==> config.mk <==
export PLATFORM = sky130hd
export DESIGN_NAME = fps_host_sequencer
export DESIGN_NICKNAME = d
export VERILOG_FILES = /design/src/design/fps_pkg.sv /design/src/design/fps_bus_if.sv /design/src/design/fps_cycle_engine.sv /design/src/design/fps_host_sequencer.sv
export SDC_FILE = /design/constraint.sdc
export NUM_CORES = 1
export LEC_CHECK = 0
export BUFFER_PORTS_ARGS = -buffer_cell sky130_fd_sc_hd__clkbuf_2
export CAP_MARGIN = 30
export CORE_MARGIN = 4
export CORE_UTILIZATION = 55
export CTS_BUF_LIST = sky130_fd_sc_hd__clkbuf_4
export CTS_CLUSTER_DIAMETER = 100
export CTS_CLUSTER_SIZE = 24
export DETAILED_ROUTE_END_ITERATION = 8
export PLACE_DENSITY_LB_ADDON = 0.08
export SETUP_SLACK_MARGIN = 0.3
export SYNTH_ARGS = -nofsm -noshare
export SYNTH_HDL_FRONTEND = slang
export SYNTH_HIERARCHICAL = 1
export SYNTH_SLANG_ARGS = --single-unit
==> constraint.sdc <==
create_clock -name I_SYS_CLK -period 7.1 [get_ports I_SYS_CLK]
set_input_delay 1.775 -clock I_SYS_CLK [delete_from_list [all_inputs] [get_ports I_SYS_CLK]]
set_output_delay 1.775 -clock I_SYS_CLK [all_outputs]
set_load 0.01 [all_outputs]
==> src/design/fps_pkg.sv <==
/*
  Constants for the flash program/erase host controller.
  Assumes a byte-wide parallel flash with 19 address bits on the far side.
*/
package fps_pkg;
  localparam int         CLK_MHZ        = 25;                 // System clock rate
  localparam int         ADDR_W         = 19;                 // Flash address width
  localparam int         DATA_W         = 8;                  // Flash data width
  localparam logic [10:0] UNLOCK1_ADDR  = 11'h555;            // First unlock cycle address
  localparam logic [10:0] UNLOCK2_ADDR  = 11'h2aa;            // Second unlock cycle address
  localparam logic [7:0] UNLOCK1_DATA   = 8'haa;              // First unlock data
  localparam logic [7:0] UNLOCK2_DATA   = 8'h55;              // Second unlock data
  localparam logic [7:0] CMD_PROGRAM    = 8'ha0;              // Program setup
  localparam logic [7:0] CMD_ERASE      = 8'h80;              // Erase setup
  localparam logic [7:0] CMD_CHIP       = 8'h10;              // Chip erase data
  localparam logic [7:0] CMD_SECTOR     = 8'h30;              // Sector erase data / resume
  localparam logic [7:0] CMD_SUSPEND    = 8'hb0;              // Erase suspend
  localparam logic [7:0] CMD_RESET      = 8'hf0;              // Read/reset
  localparam logic [7:0] CMD_ID         = 8'h90;              // Electronic ID entry
  localparam logic [7:0] PROT_LOW_ADDR  = 8'h02;              // Protect-check low byte
  localparam int         DQ_POLL        = 7;                  // Data polling bit
  localparam int         DQ_FAIL        = 5;                  // Timeout-failure bit
  localparam int         DQ_WINDOW      = 3;                  // Window-expired bit
  // Strobe timing, in ns, and derived cycle counts (least times round up)
  localparam int         T_SETUP_NS     = 40;
  localparam int         T_PULSE_NS     = 80;
  localparam int         T_HOLD_NS      = 40;
  localparam int         T_READ_NS      = 120;
  localparam int         SETUP_CYC      = (T_SETUP_NS * CLK_MHZ + 999) / 1000;
  localparam int         PULSE_CYC      = (T_PULSE_NS * CLK_MHZ + 999) / 1000;
  localparam int         HOLD_CYC       = (T_HOLD_NS * CLK_MHZ + 999) / 1000;
  localparam int         READ_CYC       = (T_READ_NS * CLK_MHZ + 999) / 1000;
  // Host does not time sector-select spacing; it only reports expiry of the 50 us window
  localparam int         T_WINDOW_US    = 50;
  localparam int         WINDOW_CYC     = T_WINDOW_US * CLK_MHZ;
  localparam int         CNT_W          = 8;                  // Strobe phase counter width
  typedef enum logic [3:0] {
    FPS_CMD_PROGRAM,
    FPS_CMD_CHIP_ERASE,
    FPS_CMD_SECTOR_ERASE,
    FPS_CMD_ADD_SECTOR,
    FPS_CMD_SUSPEND,
    FPS_CMD_RESUME,
    FPS_CMD_RESET,
    FPS_CMD_READ,
    FPS_CMD_PROT_CHECK
  } fps_cmd_e;
endpackage

==> src/design/fps_bus_if.sv <==
/*
  Internal carrier between sequencer and pin cycle engine.
  Assumes one clock domain; the engine does one bus cycle per start.
*/
`timescale 1ns/1ps
`default_nettype none
interface fps_bus_if;
  logic                          start;      // One-cycle cycle request
  logic                          wr;         // 1 write, 0 read
  logic [fps_pkg::ADDR_W-1:0]    addr;       // Cycle address
  logic [fps_pkg::DATA_W-1:0]    wdata;      // Write data
  logic                          done;       // One-cycle completion
  logic [fps_pkg::DATA_W-1:0]    rdata;      // Captured read data
  modport seq (output start, output wr, output addr, output wdata,
               input done, input rdata);
  modport eng (input start, input wr, input addr, input wdata,
               output done, output rdata);
endinterface
`default_nettype wire

==> src/design/fps_cycle_engine.sv <==
/*
  Pin cycle engine: one asynchronous flash read or write per request.
  Assumes the flash data bus is shared; data pin enable is low while driving.
*/
`timescale 1ns/1ps
`default_nettype none
module fps_cycle_engine (
  input  wire logic                       i_clk,
  input  wire logic                       i_rst,
  fps_bus_if.eng                          bus,
  input  wire logic [fps_pkg::DATA_W-1:0] i_dq,
  output logic      [fps_pkg::DATA_W-1:0] o_dq,
  output logic                            o_dq_oe_n,
  output logic      [fps_pkg::ADDR_W-1:0] o_addr,
  output logic                            o_ce_n,
  output logic                            o_we_n,
  output logic                            o_oe_n
);
  typedef enum logic [2:0] {E_IDLE, E_SETUP, E_PULSE, E_HOLD} fps_eng_e;
  fps_eng_e                        st_reg,   st_next;    // Phase
  logic [fps_pkg::CNT_W-1:0]       cnt_reg,  cnt_next;   // Phase counter
  logic                            wr_reg,   wr_next;    // Cycle kind
  logic [fps_pkg::ADDR_W-1:0]      a_reg,    a_next;     // Address pins
  logic [fps_pkg::DATA_W-1:0]      d_reg,    d_next;     // Drive data
  logic [fps_pkg::DATA_W-1:0]      rd_reg,   rd_next;    // Captured read
  logic [fps_pkg::DATA_W-1:0]      s1_reg, s2_reg, s3_reg; // Data synchroniser
  logic                            done_reg, done_next;  // Done pulse

  // Next-state logic for one strobe cycle
  always_comb begin
    st_next   = st_reg;
    cnt_next  = cnt_reg;
    wr_next   = wr_reg;
    a_next    = a_reg;
    d_next    = d_reg;
    rd_next   = rd_reg;
    done_next = 1'b0;
    case (st_reg)
      E_IDLE: begin
        if (bus.start) begin
          st_next  = E_SETUP;
          wr_next  = bus.wr;
          a_next   = bus.addr;
          d_next   = bus.wdata;
          cnt_next = fps_pkg::CNT_W'(fps_pkg::SETUP_CYC);
        end
      end
      E_SETUP: begin
        if (cnt_reg <= 1) begin
          st_next  = E_PULSE;
          // Reads wait out access time plus synchroniser depth
          cnt_next = wr_reg ? fps_pkg::CNT_W'(fps_pkg::PULSE_CYC)
                            : fps_pkg::CNT_W'(fps_pkg::READ_CYC + 3);
        end else begin
          cnt_next = cnt_reg - 1'b1;
        end
      end
      E_PULSE: begin
        if (cnt_reg <= 1) begin
          // Flash latches data on the rising edge of the write strobe
          st_next  = E_HOLD;
          cnt_next = fps_pkg::CNT_W'(fps_pkg::HOLD_CYC);
          // Pin data counts only once the last two stages agree
          if (!wr_reg && s2_reg == s3_reg) begin
            rd_next = s3_reg;
          end
        end else begin
          cnt_next = cnt_reg - 1'b1;
        end
      end
      default: begin
        if (cnt_reg <= 1) begin
          st_next   = E_IDLE;
          done_next = 1'b1;
        end else begin
          cnt_next = cnt_reg - 1'b1;
        end
      end
    endcase
  end

  // Registers; data pins pass three flops before use
  always_ff @(posedge i_clk or posedge i_rst) begin
    if (i_rst) begin
      st_reg   <= E_IDLE;
      cnt_reg  <= '0;
      wr_reg   <= 1'b0;
      a_reg    <= '0;
      d_reg    <= '0;
      rd_reg   <= '0;
      done_reg <= 1'b0;
      s1_reg   <= '0;
      s2_reg   <= '0;
      s3_reg   <= '0;
    end else begin
      st_reg   <= st_next;
      cnt_reg  <= cnt_next;
      wr_reg   <= wr_next;
      a_reg    <= a_next;
      d_reg    <= d_next;
      rd_reg   <= rd_next;
      done_reg <= done_next;
      s1_reg   <= i_dq;
      s2_reg   <= s1_reg;
      s3_reg   <= s2_reg;
    end
  end

  // Pin outputs from state
  assign o_addr    = a_reg;
  assign o_dq      = d_reg;
  assign o_ce_n    = (st_reg == E_IDLE);
  assign o_we_n    = !(wr_reg && st_reg == E_PULSE);
  assign o_oe_n    = !(!wr_reg && st_reg == E_PULSE);
  assign o_dq_oe_n = !(wr_reg && st_reg != E_IDLE);
  assign bus.done  = done_reg;
  assign bus.rdata = rd_reg;
endmodule
`default_nettype wire

==> src/design/fps_host_sequencer.sv <==
/*
  Host-side sequencer that drives program and erase commands into a flash.
  Assumes one command at a time on the user port; flash on the engine pins.
*/
`timescale 1ns/1ps
`default_nettype none
module fps_host_sequencer (
  input  wire logic                       I_SYS_CLK,
  input  wire logic                       I_RST,
  input  wire logic                       I_REQ,
  input  wire logic [3:0]                 I_CMD,
  input  wire logic [fps_pkg::ADDR_W-1:0] I_ADDR,
  input  wire logic [fps_pkg::DATA_W-1:0] I_DATA,
  output logic                            O_BUSY,
  output logic                            O_DONE,
  output logic      [fps_pkg::DATA_W-1:0] O_RDATA,
  output logic                            O_FAIL,
  output logic                            O_WINDOW_EXPIRED,
  input  wire logic [fps_pkg::DATA_W-1:0] I_DQ,
  output logic      [fps_pkg::DATA_W-1:0] O_DQ,
  output logic                            O_DQ_OE_N,
  output logic      [fps_pkg::ADDR_W-1:0] O_ADDR,
  output logic                            O_CE_N,
  output logic                            O_WE_N,
  output logic                            O_OE_N
);
  typedef enum logic [2:0] {S_IDLE, S_ISSUE, S_WAIT, S_POLL, S_POLL_WAIT} fps_seq_e;

  fps_bus_if bus ();

  fps_seq_e                         st_reg,   st_next;    // Sequencer state
  logic [2:0]                       idx_reg,  idx_next;   // Write index in sequence
  logic [2:0]                       len_reg,  len_next;   // Sequence length
  fps_pkg::fps_cmd_e                cmd_reg,  cmd_next;   // Latched command
  logic [fps_pkg::ADDR_W-1:0]       adr_reg,  adr_next;   // Target address
  logic [fps_pkg::DATA_W-1:0]       dat_reg,  dat_next;   // Target data
  logic [fps_pkg::DATA_W-1:0]       rd_reg,   rd_next;    // Returned data
  logic                             fail_reg, fail_next;  // Failure seen
  logic                             win_reg,  win_next;   // Window expired seen
  logic                             done_reg, done_next;  // Done pulse
  logic                             poll_reg, poll_next;  // Sequence ends in polling
  logic                             st_start, st_wr;      // Engine request
  logic [fps_pkg::ADDR_W-1:0]       st_addr;
  logic [fps_pkg::DATA_W-1:0]       st_data;

  // Address and data of write number idx for a command
  function automatic logic [26:0] seq_word(input fps_pkg::fps_cmd_e c,
                                           input logic [2:0] i,
                                           input logic [fps_pkg::ADDR_W-1:0] a,
                                           input logic [fps_pkg::DATA_W-1:0] d);
    logic [fps_pkg::ADDR_W-1:0] wa;
    logic [fps_pkg::DATA_W-1:0] wd;
    // Command writes only set the low eleven bits
    wa = {8'h00, fps_pkg::UNLOCK1_ADDR};
    wd = fps_pkg::UNLOCK1_DATA;
    case (c)
      fps_pkg::FPS_CMD_PROGRAM: begin
        if (i == 3'd1) begin
          wa = {8'h00, fps_pkg::UNLOCK2_ADDR};
          wd = fps_pkg::UNLOCK2_DATA;
        end else if (i == 3'd2) begin
          wd = fps_pkg::CMD_PROGRAM;
        end else if (i == 3'd3) begin
          wa = a;
          wd = d;
        end
      end
      fps_pkg::FPS_CMD_CHIP_ERASE, fps_pkg::FPS_CMD_SECTOR_ERASE: begin
        if (i == 3'd1 || i == 3'd4) begin
          wa = {8'h00, fps_pkg::UNLOCK2_ADDR};
          wd = fps_pkg::UNLOCK2_DATA;
        end else if (i == 3'd2) begin
          wd = fps_pkg::CMD_ERASE;
        end else if (i == 3'd5 && c == fps_pkg::FPS_CMD_CHIP_ERASE) begin
          wd = fps_pkg::CMD_CHIP;
        end else if (i == 3'd5) begin
          // Sector in top three bits only
          wa = {a[18:16], 16'h0000};
          wd = fps_pkg::CMD_SECTOR;
        end
      end
      fps_pkg::FPS_CMD_ADD_SECTOR, fps_pkg::FPS_CMD_RESUME: begin
        // Single sector-select write; after suspend it resumes
        wa = {a[18:16], 16'h0000};
        // One write per request keeps added sectors tightly spaced
        wd = fps_pkg::CMD_SECTOR;
      end
      fps_pkg::FPS_CMD_SUSPEND: begin
        wd = fps_pkg::CMD_SUSPEND;
      end
      fps_pkg::FPS_CMD_RESET: begin
        wd = fps_pkg::CMD_RESET;
      end
      fps_pkg::FPS_CMD_PROT_CHECK: begin
        if (i == 3'd1) begin
          wa = {8'h00, fps_pkg::UNLOCK2_ADDR};
          wd = fps_pkg::UNLOCK2_DATA;
        end else if (i == 3'd2) begin
          wd = fps_pkg::CMD_ID;
        end else if (i == 3'd3) begin
          wa = {a[18:16], 8'h00, fps_pkg::PROT_LOW_ADDR};
        end else if (i == 3'd4) begin
          wd = fps_pkg::CMD_RESET;
        end
      end
      default: begin
        wa = a;
      end
    endcase
    return {wa, wd};
  endfunction

  // Sequence lengths per command
  function automatic logic [2:0] seq_len(input fps_pkg::fps_cmd_e c);
    case (c)
      fps_pkg::FPS_CMD_PROGRAM:      return 3'd4;
      fps_pkg::FPS_CMD_CHIP_ERASE,
      fps_pkg::FPS_CMD_SECTOR_ERASE: return 3'd6;
      fps_pkg::FPS_CMD_PROT_CHECK:   return 3'd5;
      default:                       return 3'd1;
    endcase
  endfunction

  // Sequencer next-state logic
  always_comb begin
    logic [26:0] w;
    w         = seq_word(cmd_reg, idx_reg, adr_reg, dat_reg);
    st_next   = st_reg;
    idx_next  = idx_reg;
    len_next  = len_reg;
    cmd_next  = cmd_reg;
    adr_next  = adr_reg;
    dat_next  = dat_reg;
    rd_next   = rd_reg;
    fail_next = fail_reg;
    win_next  = win_reg;
    poll_next = poll_reg;
    done_next = 1'b0;
    st_start  = 1'b0;
    st_wr     = 1'b1;
    st_addr   = w[26:8];
    st_data   = w[7:0];
    case (st_reg)
      S_IDLE: begin
        if (I_REQ) begin
          cmd_next  = fps_pkg::fps_cmd_e'(I_CMD);
          adr_next  = I_ADDR;
          dat_next  = I_DATA;
          idx_next  = 3'd0;
          len_next  = seq_len(fps_pkg::fps_cmd_e'(I_CMD));
          poll_next = (I_CMD == 4'(fps_pkg::FPS_CMD_PROGRAM)) ||
                      (I_CMD == 4'(fps_pkg::FPS_CMD_CHIP_ERASE));
          st_next   = S_ISSUE;
          if (I_CMD == 4'(fps_pkg::FPS_CMD_RESET)) begin
            fail_next = 1'b0;
          end
        end
      end
      S_ISSUE: begin
        st_start = 1'b1;
        st_wr    = !(cmd_reg == fps_pkg::FPS_CMD_READ ||
                     (cmd_reg == fps_pkg::FPS_CMD_PROT_CHECK && idx_reg == 3'd3));
        st_next  = S_WAIT;
      end
      S_WAIT: begin
        // Cycle kind must be known before the read data is taken
        st_wr   = !(cmd_reg == fps_pkg::FPS_CMD_READ ||
                    (cmd_reg == fps_pkg::FPS_CMD_PROT_CHECK && idx_reg == 3'd3));
        if (bus.done) begin
          if (!st_wr) begin
            rd_next = bus.rdata;
          end
          if (idx_reg + 3'd1 >= len_reg) begin
            // Device ignores commands while busy, so poll to completion
            st_next  = poll_reg ? S_POLL : S_IDLE;
            done_next = !poll_reg;
          end else begin
            idx_next = idx_reg + 3'd1;
            st_next  = S_ISSUE;
          end
        end
      end
      S_POLL: begin
        st_start = 1'b1;
        st_wr    = 1'b0;
        st_addr  = adr_reg;
        st_next  = S_POLL_WAIT;
      end
      default: begin
        st_wr   = 1'b0;
        st_addr = adr_reg;
        if (bus.done) begin
          rd_next = bus.rdata;
          // Polling bit true data means finished (erase reads ones)
          if (bus.rdata[fps_pkg::DQ_POLL] == (cmd_reg == fps_pkg::FPS_CMD_PROGRAM ?
                                              dat_reg[fps_pkg::DQ_POLL] : 1'b1)) begin
            st_next   = S_IDLE;
            done_next = 1'b1;
          end else if (bus.rdata[fps_pkg::DQ_FAIL]) begin
            // Failure stays until user issues reset
            fail_next = 1'b1;
            st_next   = S_IDLE;
            done_next = 1'b1;
          end else begin
            st_next = S_POLL;
          end
        end
      end
    endcase
    // Window expiry bit seen on any read, whatever the address, except under a chip erase command
    if (bus.done && !st_wr && bus.rdata[fps_pkg::DQ_WINDOW] &&
        cmd_reg != fps_pkg::FPS_CMD_CHIP_ERASE) begin
      win_next = 1'b1;
    end
    if (st_reg == S_IDLE && I_REQ) begin
      win_next = 1'b0;
    end
  end

  // Sequencer registers
  always_ff @(posedge I_SYS_CLK or posedge I_RST) begin
    if (I_RST) begin
      st_reg   <= S_IDLE;
      idx_reg  <= '0;
      len_reg  <= '0;
      cmd_reg  <= fps_pkg::FPS_CMD_READ;
      adr_reg  <= '0;
      dat_reg  <= '0;
      rd_reg   <= '0;
      fail_reg <= 1'b0;
      win_reg  <= 1'b0;
      done_reg <= 1'b0;
      poll_reg <= 1'b0;
    end else begin
      st_reg   <= st_next;
      idx_reg  <= idx_next;
      len_reg  <= len_next;
      cmd_reg  <= cmd_next;
      adr_reg  <= adr_next;
      dat_reg  <= dat_next;
      rd_reg   <= rd_next;
      fail_reg <= fail_next;
      win_reg  <= win_next;
      done_reg <= done_next;
      poll_reg <= poll_next;
    end
  end

  assign bus.start = st_start;
  assign bus.wr    = st_wr;
  assign bus.addr  = st_addr;
  assign bus.wdata = st_data;

  // Strobe engine
  fps_cycle_engine u_eng (
    .i_clk     (I_SYS_CLK),
    .i_rst     (I_RST),
    .bus       (bus),
    .i_dq      (I_DQ),
    .o_dq      (O_DQ),
    .o_dq_oe_n (O_DQ_OE_N),
    .o_addr    (O_ADDR),
    .o_ce_n    (O_CE_N),
    .o_we_n    (O_WE_N),
    .o_oe_n    (O_OE_N)
  );

  assign O_BUSY           = (st_reg != S_IDLE);
  assign O_DONE           = done_reg;
  assign O_RDATA          = rd_reg;
  assign O_FAIL           = fail_reg;
  assign O_WINDOW_EXPIRED = win_reg;
endmodule
`default_nettype wire

# After elaboration in Yosys (flattened, before gate mapping)
# Cells that the tools add are included.
# totals
reg_bits,124
mem_count,0
wordCells,184
out_inout_bits,43
latch_bits,0
ramBits,0
romBits,0
in_bits,42
# op_classes
n_mux,71
div,0
shift,0
n_bitwise,2
magnitude_cmp,2
eq_ne,35
multipliers,0
reduce_logical,51
addsub,2
# op_table
op,n
19-bit two-way mux,11
8-bit two-way mux,15
19-bit case mux with 5 select lines,1
8-bit case mux with 6 select lines,1
3-bit two-way mux,11
8-bit case mux with 3 select lines,1
7-bit two-way mux,3
4-bit by 3-bit == test with 1-bit output (second input constant),5
3-bit case mux with 3 select lines,2
1-bit two-way mux,16
8-bit case mux with 2 select lines,1
3-bit by 2-bit == test with 1-bit output (second input constant),5
4-bit by 2-bit == test with 1-bit output (second input constant),3
3-bit case mux with 4 select lines,1
2-bit OR reduction,6
3-bit OR reduction,4
1-bit logical AND,10
2-bit by 1-bit != test with 1-bit output (second input constant),5
2-bit nonzero test,5
3-bit by 1-bit == test with 1-bit output (second input constant),3
3-bit AND reduction,3
4-bit by 1-bit == test with 1-bit output (second input constant),2
4-bit == test (second input constant),2
8-bit == test,1
22 further kinds,46

# Depth between registers and ports, before layout
# Gate-level depths: netlist of the first run.
# logic_depth
word_depth,11
depth_mapped,10

# Hierarchy
# Netlist of the first run, hierarchy kept.
# by_module_without_submodules
module,area_each_um2,n_inst,seq_area_each_um2,cells_per_inst
fps_host_sequencer,3006.6,1,1305.0,352
fps_cycle_engine,2846.5,1,1776.7,207

# Worst setup path before layout of the first run
# Ideal clock, no wire load.
# synth_path
kind,reg-to-output
start,register u_eng.st_reg[0]
end,output port O_DQ_OE_N
n_path_buf,0
arrival_time_ps,983
path_stages_with_launch,4
path_slack_ps,4342
required_time_ps,5325
cell_sequence,dfrtp_1 inv_1 ha_1 nand2b_1
# synth_between
elab_chain_len,3
# synth_lines
item,line_no,rtl
from (decl),fps_cycle_engine.sv:20,"fps_eng_e st_reg, st_next;"
from (signal assigned),fps_cycle_engine.sv:96,st_reg <= st_next;
3-bit nonzero test,fps_cycle_engine.sv:115,assign o_dq_oe_n = !(wr_reg && st_reg != E_IDLE);
1-bit logical AND,fps_cycle_engine.sv:115,
1-bit logical NOT,fps_cycle_engine.sv:115,
to (decl),fps_host_sequencer.sv:21,"output logic O_DQ_OE_N,"
# No other way between the ends.

# Final worst setup path of the first run
# layout_path
start,register u_eng.st_reg[0]
end,output port O_OE_N
# layout_between
elab_chain_len,3
# layout_lines
item,line_no,rtl
3-bit by 2-bit == test with 1-bit output,fps_cycle_engine.sv:114,assign o_oe_n = !(!wr_reg && st_reg == E_PULSE);
1-bit logical AND,fps_cycle_engine.sv:114,
1-bit logical NOT,fps_cycle_engine.sv:114,
to (decl),fps_host_sequencer.sv:25,output logic O_OE_N
# No other way between the ends.

==> results of run 1 <==
final timing paths:
check / end / slack [ns] / cells past startpoint
max: O_OE_N / 3.54 / 4
max in group asynchronous: u_eng/o_addr[0] / 4.99 / 3
min reg2reg: u_eng/s2_reg[1] / 0.36 / 0
max reg2reg: u_eng/o_addr[5] / 4.32 / 8
min: u_eng/s2_reg[1] / 0.36 / 0
min in group asynchronous: O_RDATA[2] / 1.43 / 3
layout by cell type (no fill, tap or decap), types with 7 or more instances in the layout:
master      n
nand2_1   108
nor3_1     12
clkbuf_4   18
dfrtp_1   120
nor2_1     25
ha_1       15
clkbuf_2   84
mux2_2     44
and2_1     10
xnor2_1    10
o21ai_0    26
nand2b_1    7
a21oi_1    20
a21o_1     16
nand3_1    11
inv_1      19
synth_stat cells, types with 2 or more instances:
master      n
maj3_1      2
nand2_1   108
a21o_1     16
nor2b_1     5
o21ai_0    26
mux2i_1     4
clkbuf_1   19
a22o_1      4
o221ai_1    5
a41oi_1     2
nand2b_1    7
xor2_1      2
buf_2       4
o21ai_1     5
dfstp_2     3
a211oi_1    4
o31ai_1     3
nor4_1      3
nand3_1    11
mux2_2     44
a21boi_0    2
and2_1     10
xnor2_1    10
nor3_1     13
a31oi_1     2
nor2_1     25
or3_1       4
dfrtp_1   120
inv_1      21
a211o_1     3
or4_1       3
a21oi_1    20
ha_1       15
report_power, final:
| part | internal [mW] | switching (mW) | total (mW) |
|---|---|---|---|
| sequential | 0.924 | 0.209 | 1.13 |
| clock | 0.243 | 0.257 | 0.500 |
| combinational | 0.538 | 0.706 | 1.24 |
| total | 1.70 | 1.17 | 2.88 |
metal layers:
metal / global-route usage, % / part of all wire (%)
met1: 28.3 / 47
met2: 32.1 / 46
met3: 8.02 / 5.8
met4: 6.49 / 1.3
met5: 0 / 0
kinds of logic after synthesis:
| logic type | Yosys count | synth area share [%] |
|---|---|---|
| simple gates | 205 | 17.2 |
| flops | 123 | 52.7 |
| compound gates | 107 | 12.4 |
| mux | 48 | 9.15 |
| buf+inv | 47 | 3.29 |
| fa+ha+maj | 17 | 3.55 |
| xor+xnor | 12 | 1.80 |
stage by stage:
stage	instances	utilization [%]	total power [mW]	area (um2)
floorplan	559	-	2.05	5850
global placement	758	61.7	2.34	6370
detailed placement	758	61.7	2.38	6370
CTS	789	64.5	2.89	6660
global route	789	64.5	3.12	6660
finish	789	64.5	2.88	6660
area by class of cell:
class / instances / area, um2 / area share (%)
Clock buffer: 18 / 135 / 2.03
Clock inverter: 13 / 151 / 2.27
Tap cell: 136 / 170 / 2.56
Timing Repair Buffer: 89 / 458 / 6.88
Sequential cell: 123 / 3080 / 46.3
Inverter: 21 / 78.8 / 1.18
Multi-Input combinational cell: 389 / 2580 / 38.8
==> metrics.md, run 1 <==
| Metric | Value |
|---|---|
| Core ar. | 10300 um2 |
| Worst hold margin | approximately 0.36 ns |
| Crit path cell chain | inv_1 > ha_1 > nand2b_1 > clkbuf_2 |
| 1st-iter DRT viols | 289 |
| Ant diodes | 0 |
| FP Rows | 37 |
| Slowest Stage Delay on Critical Path | 0.43 ns |
| Chip width | 111 um |
| Status | completed |
| Final HPWL DP | 8560 um |
| DR WL/cell | 15.6 um |
| Hold WC Path Type | flop to flop |
| CTS root buffer | clkbuf_4 |
| Sequential element share of the synthesized area | 52.7% |
| CTS tree | done |
| Die area | roughly 12000 um2 |
| Hold path start | u_eng/s1_reg[1] |
| Post-CTS setup repair buffer count | 0 |
| Antenna Nets Post-Route | 0 |
| Setup_tns | 0 ns |
| Top delay family on crit path | flip-flops |
| Post-route DRC | 0 |
| Slowest CP cell | dfrtp_1 |
| Yosys top cell by area | dfrtp_1 |
| Vias in the first global route | between 4000 and 5000 |
| Bufs on Longest Clock Path | 2 |
| Yosys top cell area share | roughly half |
| Crit path DAT | between 1.5 and 2 ns |
| Slew margin rel. | 39.7% |
| RSZ-0062 raised after global routing | false |
| Async SR Flop Fraction | 100% |
| Clk_skew | 0.0157 ns |
| Area grow syn2layout | 13.8% |
| Setup crit end kind | output port |
| WS Path Type | flop to output port |
| PortBufs | between 80 and 90 |
| GPL Wtd Cong | between 0.8 and 0.9 |
| # setup viols final | 0 |
| Hold_buf cts | 0 |
| Global route total overflow | 0 |
| Reg2reg start | idx_reg[1] |
| Synthesized net count | 616 |
| # fillers | 880 |
| Num CTS Buffers | 17 |
| Cts repair resizes | 0 |
| Layout cell share with drive strength beyond 1 | between 20 and 30% |
| DR vias | 4348 |
| Synth Instances | approximately 560 |
| Buf/Inv on CP | 2 |
| Via density | 5.51 |
| I/O pins | 85 |
| CTS clk-pin slew, worst paths | ~0.10 ns |
| Worst setup margin | about 3.5 ns |
| Leak Pwr | 3.32 nW |
| First-pass GRT wire length | roughly 21000 um |
| Hold Vio Cnt, Final | 0 |
| Synthesized area per cell | 10.5 um2 |
| CTS Sinks | 123 |
| Final period util | 50.1% |
| Post-Syn Area | 5850 um2 |
| Slew @ Worst Pin | slightly above 0.9 ns |
| Antenna violations before repair | 0 |
| Area contributors post-synth | dfrtp_1 51%, mux2_2 8.5%, nand2_1 6.9%, ha_1 3.2%, o21ai_0 2.2% |
| CP max FO | 8 |
| EDFF count, synth | 0 |
| Die height | 111 um |
| CP startpoint | u_eng/st_reg[0] |
| Max Slew Vio Count | 0 |
| Place WS | about 4.1 ns |
| Achievable Freq | 0.281 GHz |
| Peak VDD IR | about 240 uV |
| Main flop type after synthesis | dfrtp_1 |
| Min Tclk post-route | 3.56 ns |
| Power Density | 432 nW/um2 |
| WP data required | 5.33 ns |
| Number of nets in the layout | 698 |
| Worst-Skew Late Latency | 0.53 ns |
| Post-Route WL | 12300 um |
| Total GRT Usage | 21.2% |
| Setup crit start kind | flop |
| Htree depth | 4 |
| Synth warnings | 6 |
| Largest net degree at the start of global routing | 72 |
| MaxCap Viol Count | 0 |
| Post-synth cell types | 67 |
| Synthesis-stage register bit count | 123 |
| Drt pass-1 iters | 5 |
| Initial core utilization | a little under three fifths |
(Power assumes the default switching activity.)
==> run 2: changes to the inputs <==
Settings changed: ABC_AREA set to 1, CORE_UTILIZATION 55 to 54.
Clock period 7.1 ns to 3.1 ns, I/O delays scaled along.
==> run 2 against run 1 <==
- utilization is 1.1 points lower
- global-route usage up 1.1 points
- clock-buffer cell count increased by 1
- combinational power decreased by 86%
- critical path depth is 1 higher
- power grew 0.11%
- largest cell class unchanged
- largest power group is now registers
- critical endpoint is now O_DQ_OE_N
==> metrics.md, run 2 <==
| Metric | Value |
|---|---|
| Status | completed |
| Post-Syn Area | 6070 um2 (+3.7%) |
| Main flop type after synthesis | dfrtp_1 |
| Post-layout util | 63.4% (-1.1 points) |
| Post-route DRC | 0 (unchanged) |
| Place WS | 0.922 ns (-3.19 ns) |
| Synthesized area per cell | 8.79 um2 (-16%) |
| Hold WC Path Type | input port to asynchronous set/reset pin |
| Hold_buf cts | 0 (unchanged) |
| Worst hold margin | 0.235 ns (-0.124 ns) |
| Global route total overflow | 0 (unchanged) |
| Most common cell after layout, fill and taps aside | nand2_1 |
| CTS root buffer | clkbuf_4 |
| 1st-iter DRT viols | 378 (+31%) |
| Slew margin rel. | 49.8% (+10 points) |
| Crit path cell chain | inv_1 > ha_1 > inv_1 > nand2_1 > clkbuf_2 |
| FF-to-FF End | u_eng/o_addr[5] |
| Synth cell count leaders | 221 x nand2_1, 120 x dfrtp_1, 59 x inv_1, 55 x nor2_1, 40 x nand3_1 |
| DR WL/cell | 14.2 um (-9.2%) |
| Worst-Skew Late Latency | 0.53 ns (about the same) |
| WP data required | 2.32 ns (-3.01 ns) |
| CTS clk-pin slew, worst paths | 0.12 ns (+0.02 ns) |
| Final HPWL DP | 10100 um (+18%) |
| Number of nets in the layout | 847 (+21%) |
| R2r setup slk | 0.88 ns (-3.44 ns) |
| Buf/Inv on CP | 3 (+1) |
| Reg2reg start | u_eng/st_reg[0] |
| CTS tree | done |
| # fillers | 933 (+6.0%) |
| CP most frequent cell | inv_1 |
| CP Capture Point | O_DQ_OE_N |
| Drt pass-1 iters | 5 (unchanged) |
| Setup crit end kind | output port |
| MaxCap Viol Count | 0 (unchanged) |
| CP max FO | 6 (-2) |
| Vias in the first global route | 4831 (+10%) |
| EDFF count, synth | 0 (unchanged) |
| Initial core utilization | 55.5% (-1.2 points) |
| I/O pins | 85 (unchanged) |
| Most frequent cells in the layout | 221 x nand2_1, 120 x dfrtp_1, 84 x clkbuf_2, 57 x inv_1, 55 x nor2_1 |
| Slowest Stage Delay on Critical Path | 0.45 ns (+0.02 ns) |
| Antenna Nets Post-Route | 0 (unchanged) |
| Slew @ Worst Pin | 0.752 ns (-0.153 ns) |
| Dominant cell by count in the synthesized netlist | nand2_1 |
| Area grow syn2layout | 14.1% |
| Die height | 114 um (+2.6%) |
| Non-filler cells, final | 943 (+20%) |
| Worst setup margin | 0.639 ns (-2.90 ns) |
| DR vias | 4840 (+11%) |
| Total GRT Usage | 22.2% (+1.1 points) |
| Clk_skew | 0.0183 ns (+0.00260 ns) |
| Synthesized net count | 748 (+21%) |
| Async SR Flop Fraction | 100% (unchanged) |
| CP startpoint | u_eng/st_reg[0] |
| Final period util | 79.4% |
| Placed cell area | 6670 um2 (+4.6%) |
| FP Rows | 38 (+2.7%) |
| Setup_tns | 0 ns (unchanged) |
| Synth Instances | 691 (+24%) |
| First-pass GRT wire length | 22800 um (+8.5%) |
| Area of the multi-input gates | 2640 um2 (+2.2%) |
| GPL Wtd Cong | 0.908 (+5.2%) |
| Post-CTS setup repair buffer count | 0 (unchanged) |
| Setup crit start kind | flop |
| Bufs on Longest Clock Path | 2 (unchanged) |
| Max Slew Vio Count | 0 (unchanged) |
| Yosys top cell area share | 49.5% (-1.9 points) |
| WS Path Type | flop to output port |
| Chip width | 114 um (+2.6%) |
| Yosys top cell by area | dfrtp_1 |
| Power Density | 416 nW/um2 (-3.8%) |
| Min Tclk post-route | ~2.5 ns |
| Largest net degree at the start of global routing | 44 (-39%) |
| Leak Pwr | 3.84 nW (+16%) |
| Hold Vio Cnt, Final | 0 (unchanged) |
| CTS Sinks | 123 (unchanged) |
| Die area | 13000 um2 (+5.2%) |
| Post-Route WL | 13400 um (+8.5%) |
| Top delay family on crit path | flip-flops |
| PortBufs | 84 (unchanged) |
| Area contributors post-synth | dfrtp_1 49%, nand2_1 14%, mux2_2 5.0%, inv_1 3.6%, nor2_1 3.4% |
| Htree depth | 4 (unchanged) |
| FF+latch area | 3080 um2 (unchanged) |
| Post-synth cell types | 42 (-37%) |
| Ant diodes | 0 (unchanged) |
| Sequential element share of the synthesized area | 50.8% (-1.9 points) |
| Via density | 5.13 (-6.9%) |
| Achievable Freq | 0.406 GHz |
| Synthesis-stage register bit count | 123 (unchanged) |
| Antenna violations before repair | 0 (unchanged) |
| Slowest CP cell | dfrtp_1 |
| Synth warnings | 6 (unchanged) |
| # setup viols final | 0 (unchanged) |
| Total Power | 2.88 mW (+0.11%) |
| Core ar. | 10900 um2 (+5.9%) |
| Inst Count DP | 911 (+20%) |
| WP depth | 5 (+1) |
| RSZ-0062 raised after global routing | false |
| Num CTS Buffers | 17 (unchanged) |
| Post-route cell area | 6930 um2 (+4.0%) |
| Crit path DAT | 1.69 ns (-0.09 ns) |
| Layout cell share with drive strength beyond 1 | 26.9% (-0.82 points) |
| Path depth of the worst reg2reg path | 5 (-3) |
| Cts repair resizes | 0 (unchanged) |
| Peak VDD IR | 413 uV (+75%) |
-- run 2: worst min-delay path by stage --
stage	to	slack, ns	cells past startpoint
after floorplan	u_eng/s2_reg[0]	0.33	0
after global placement	u_eng/s2_reg[0]	0.33	0
after detailed placement	u_eng/s2_reg[0]	0.34	0
after CTS	O_FAIL	0.20	2
after global routing	st_reg[0]	0.20	2
final	O_FAIL	0.23	2
-- run 2: logic make-up after synthesis --
| kind of cell | after synthesis | share of synthesized area [%] |
|---|---|---|
| xor gates and xnor gates | 7 | 1.01 |
| and+or+nand+nor | 375 | 28.4 |
| adders and majority gates | 15 | 3.09 |
| muxes | 27 | 5.01 |
| AOI/OAI and AO/OA | 58 | 5.96 |
| DFF | 123 | 50.8 |
| buffers and inverters | 86 | 5.75 |
-- run 2: power breakdown --
part	switching [mW]	total (mW)	internal [mW]
registers	0.0263	1.67	1.65
logic	0.109	0.170	0.0617
clock network	0.616	1.04	0.421
total	0.751	2.88	2.13
-- run 2: layout make-up --
| class | count | share of cell area [%] |
|---|---|---|
| multi-input cells | 482 | 38.1 |
| clock buffers | 19 | 2.06 |
| flip-flops and latches | 123 | 44.5 |
| clock inverters | 13 | 1.73 |
| repair buffers | 91 | 7.01 |
| inverters | 75 | 4.06 |
| well taps | 140 | 2.53 |
-- run 2: layer usage --
| metal | GRT usage [%] | part of all wire [%] | vias up |
|---|---|---|---|
| met5 | 0 | 0 | - |
| met4 | 6.65 | 1.1 | 0 |
| met3 | 5.31 | 5.1 | 13 |
| met2 | 35.9 | 48 | 120 |
| met1 | 30.0 | 46 | 2297 |
| li1 | - | - | 2410 |
==> run 3: changes to the inputs <==
Clock period 3.1 ns to 2.1 ns, I/O delays scaled along.
==> run 3 against run 2 <==
- clock skew shrank 0.0044 ns
- clock-buffer cell count grew 1
- die area is the same
- combinational power grew 79%
- sequential power grew 48%
- largest power group unchanged
- highest routed layer unchanged
==> metrics.md, run 3 (synthesized netlist as in run 2, its figures left out) <==
| Metric | Value |
|---|---|
| Setup_tns | 0 ns (unchanged) |
| Most common cell after layout, fill and taps aside | nand2_1 |
| CTS tree | done |
| Ant diodes | 0 (unchanged) |
| Final HPWL DP | 10000 um (-0.53%) |
| Min Tclk post-route | 1.99 ns |
| Achievable Freq | 0.503 GHz |
| RSZ-0062 raised after global routing | true |
| I/O pins | 85 (unchanged) |
| Die area | 13000 um2 (unchanged) |
| DR vias | 5158 (+6.6%) |
| Worst setup margin | 0.113 ns (-0.526 ns) |
| Die height | 114 um (unchanged) |
| DR WL/cell | 15.2 um (+6.8%) |
| CTS root buffer | clkbuf_4 |
| Peak VDD IR | 520 uV (+26%) |
| Num CTS Buffers | 17 (unchanged) |
| Worst-Skew Late Latency | 0.55 ns (+0.02 ns) |
| Clk_skew | 0.0138 ns (-0.00444 ns) |
| GPL Wtd Cong | 0.930 (+2.4%) |
| Inst Count DP | 910 (-0.11%) |
| Htree depth | 4 (unchanged) |
| PortBufs | 84 (unchanged) |
| Global route total overflow | 0 (unchanged) |
| Status | completed |
| Crit path DAT | 1.46 ns (-0.23 ns) |
| Number of nets in the layout | 907 (+7.1%) |
| Post-Route WL | 15200 um (+14%) |
| Vias in the first global route | 5042 (+4.4%) |
| Final period util | 94.6% |
| Initial core utilization | 55.5% (unchanged) |
| M1 WL | 6320 um (+2.3%) |
| Power Density | 606 nW/um2 (+46%) |
| Max Slew Vio Count | 0 (unchanged) |
| MaxCap Viol Count | 0 (unchanged) |
| Antenna violations before repair | 0 (unchanged) |
| First-pass GRT wire length | 23900 um (+4.5%) |
| Chip width | 114 um (unchanged) |
| FP Rows | 38 (unchanged) |
| Non-filler cells, final | 1003 (+6.4%) |
| CTS clk-pin slew, worst paths | 0.11 ns (about the same) |
| Leak Pwr | 4.34 nW (+13%) |
| # setup viols final | 0 (unchanged) |
| Layout cell share with drive strength beyond 1 | 40.7% (+14 points) |
| WP data required | 1.57 ns (-0.75 ns) |
| Post-layout util | 73.6% (+10 points) |
| Setup crit start kind | flop |
| Post-route DRC | 0 (unchanged) |
| Via density | 5.14 (+0.20%) |
| Core ar. | 10900 um2 (unchanged) |
| Largest net degree at the start of global routing | 56 (+27%) |
| Antenna Nets Post-Route | 0 (unchanged) |
| Met3 routed WL | 720 um (+5.9%) |
| CTS Sinks | 123 (unchanged) |
| Hold Vio Cnt, Final | 0 (unchanged) |
| Bufs on Longest Clock Path | 2 (unchanged) |
| Place WS | 0.0435 ns (-0.879 ns) |
| Area grow syn2layout | 32.5% |
| Slew margin rel. | 63.2% (+13 points) |
| Drt pass-1 iters | 5 (unchanged) |
| Setup crit end kind | output port |
| WS Path Type | flop to output port |
| Total GRT Usage | 23.4% (+1.1 points) |
| Top Layer Used | met4 |
| CP max FO | 4 (-2) |
| Most frequent cells in the layout | 198 x nand2_1, 117 x dfrtp_1, 79 x clkbuf_2, 49 x buf_4, 46 x nor2_1 |
| Met2 WL | 7920 um (+24%) |
| Slew @ Worst Pin | 0.550 ns (-0.202 ns) |
| Hold WC Path Type | input port to flop |
| 1st-iter DRT viols | 321 (-15%) |
[run 3: worst max-delay path, cell delays in order (launching register included)]
cell	delay [ns]
dfrtp_1	0.43
inv_2	0.07
ha_4	0.18
inv_4	0.06
nand2_4	0.05
buf_6	0.12
[run 3: layout make-up]
class / count / area [um2]
well taps: 140 / 175
repair buffers: 151 / 1030
clock buffers: 20 / 150
inverters: 75 / 310
flip-flops and latches: 123 / 3090
clock inverters: 12 / 220
multi-input cells: 482 / 3070
fillers: 794 / 2890
[run 3: power breakdown]
part	total (mW)	switching, mW	internal, mW
Sequential	2.47	0.0408	2.43
Clock	2.10	0.885	1.22
Combinational	0.305	0.185	0.120
[run 3: layer usage]
metal	global-route usage [%]	up-vias
met3	6.47	21
met4	7.52	0
met2	39.6	124
met5	0	-
li1	-	2536
met1	29.0	2477
[run 3: timing repair]
action | CTS | global route
setup buffers | 26 | 33
gates resized for setup | 59 | 95
hold buffers | 1 | 0
setup endpoints to repair | 42 | 89
hold endpoints to repair | 16 | 0
cloned | 1 | 0
pin swaps | 21 | 42
[run 3: worst paths after layout]
check	from	to	slack, ns	cells past startpoint
hold reg to reg	u_eng/s1_reg[4]	u_eng/s2_reg[4]	0.36	0
setup reg to reg	idx_reg[1]	st_reg[0]	0.13	13
hold / removal	I_DQ[5]	u_eng/s1_reg[5]	0.08	1
setup / recovery	u_eng/st_reg[1]	O_DQ_OE_N	0.11	5
min in group asynchronous	I_RST	u_eng/bus.rdata[1]	0.56	3
max in group asynchronous	I_RST	u_eng/o_addr[15]	0.90	4
[run 3: through the flow]
step                hold WS [ns]  total power, mW  area [um2]
floorplan                  0.331             2.67        6100
global placement           0.333             2.77        6700
detailed placement         0.335             2.78        6700
CTS                       0.0439             4.90        7490
global route              0.0309             5.08        8050
finish                    0.0780             4.88        8050
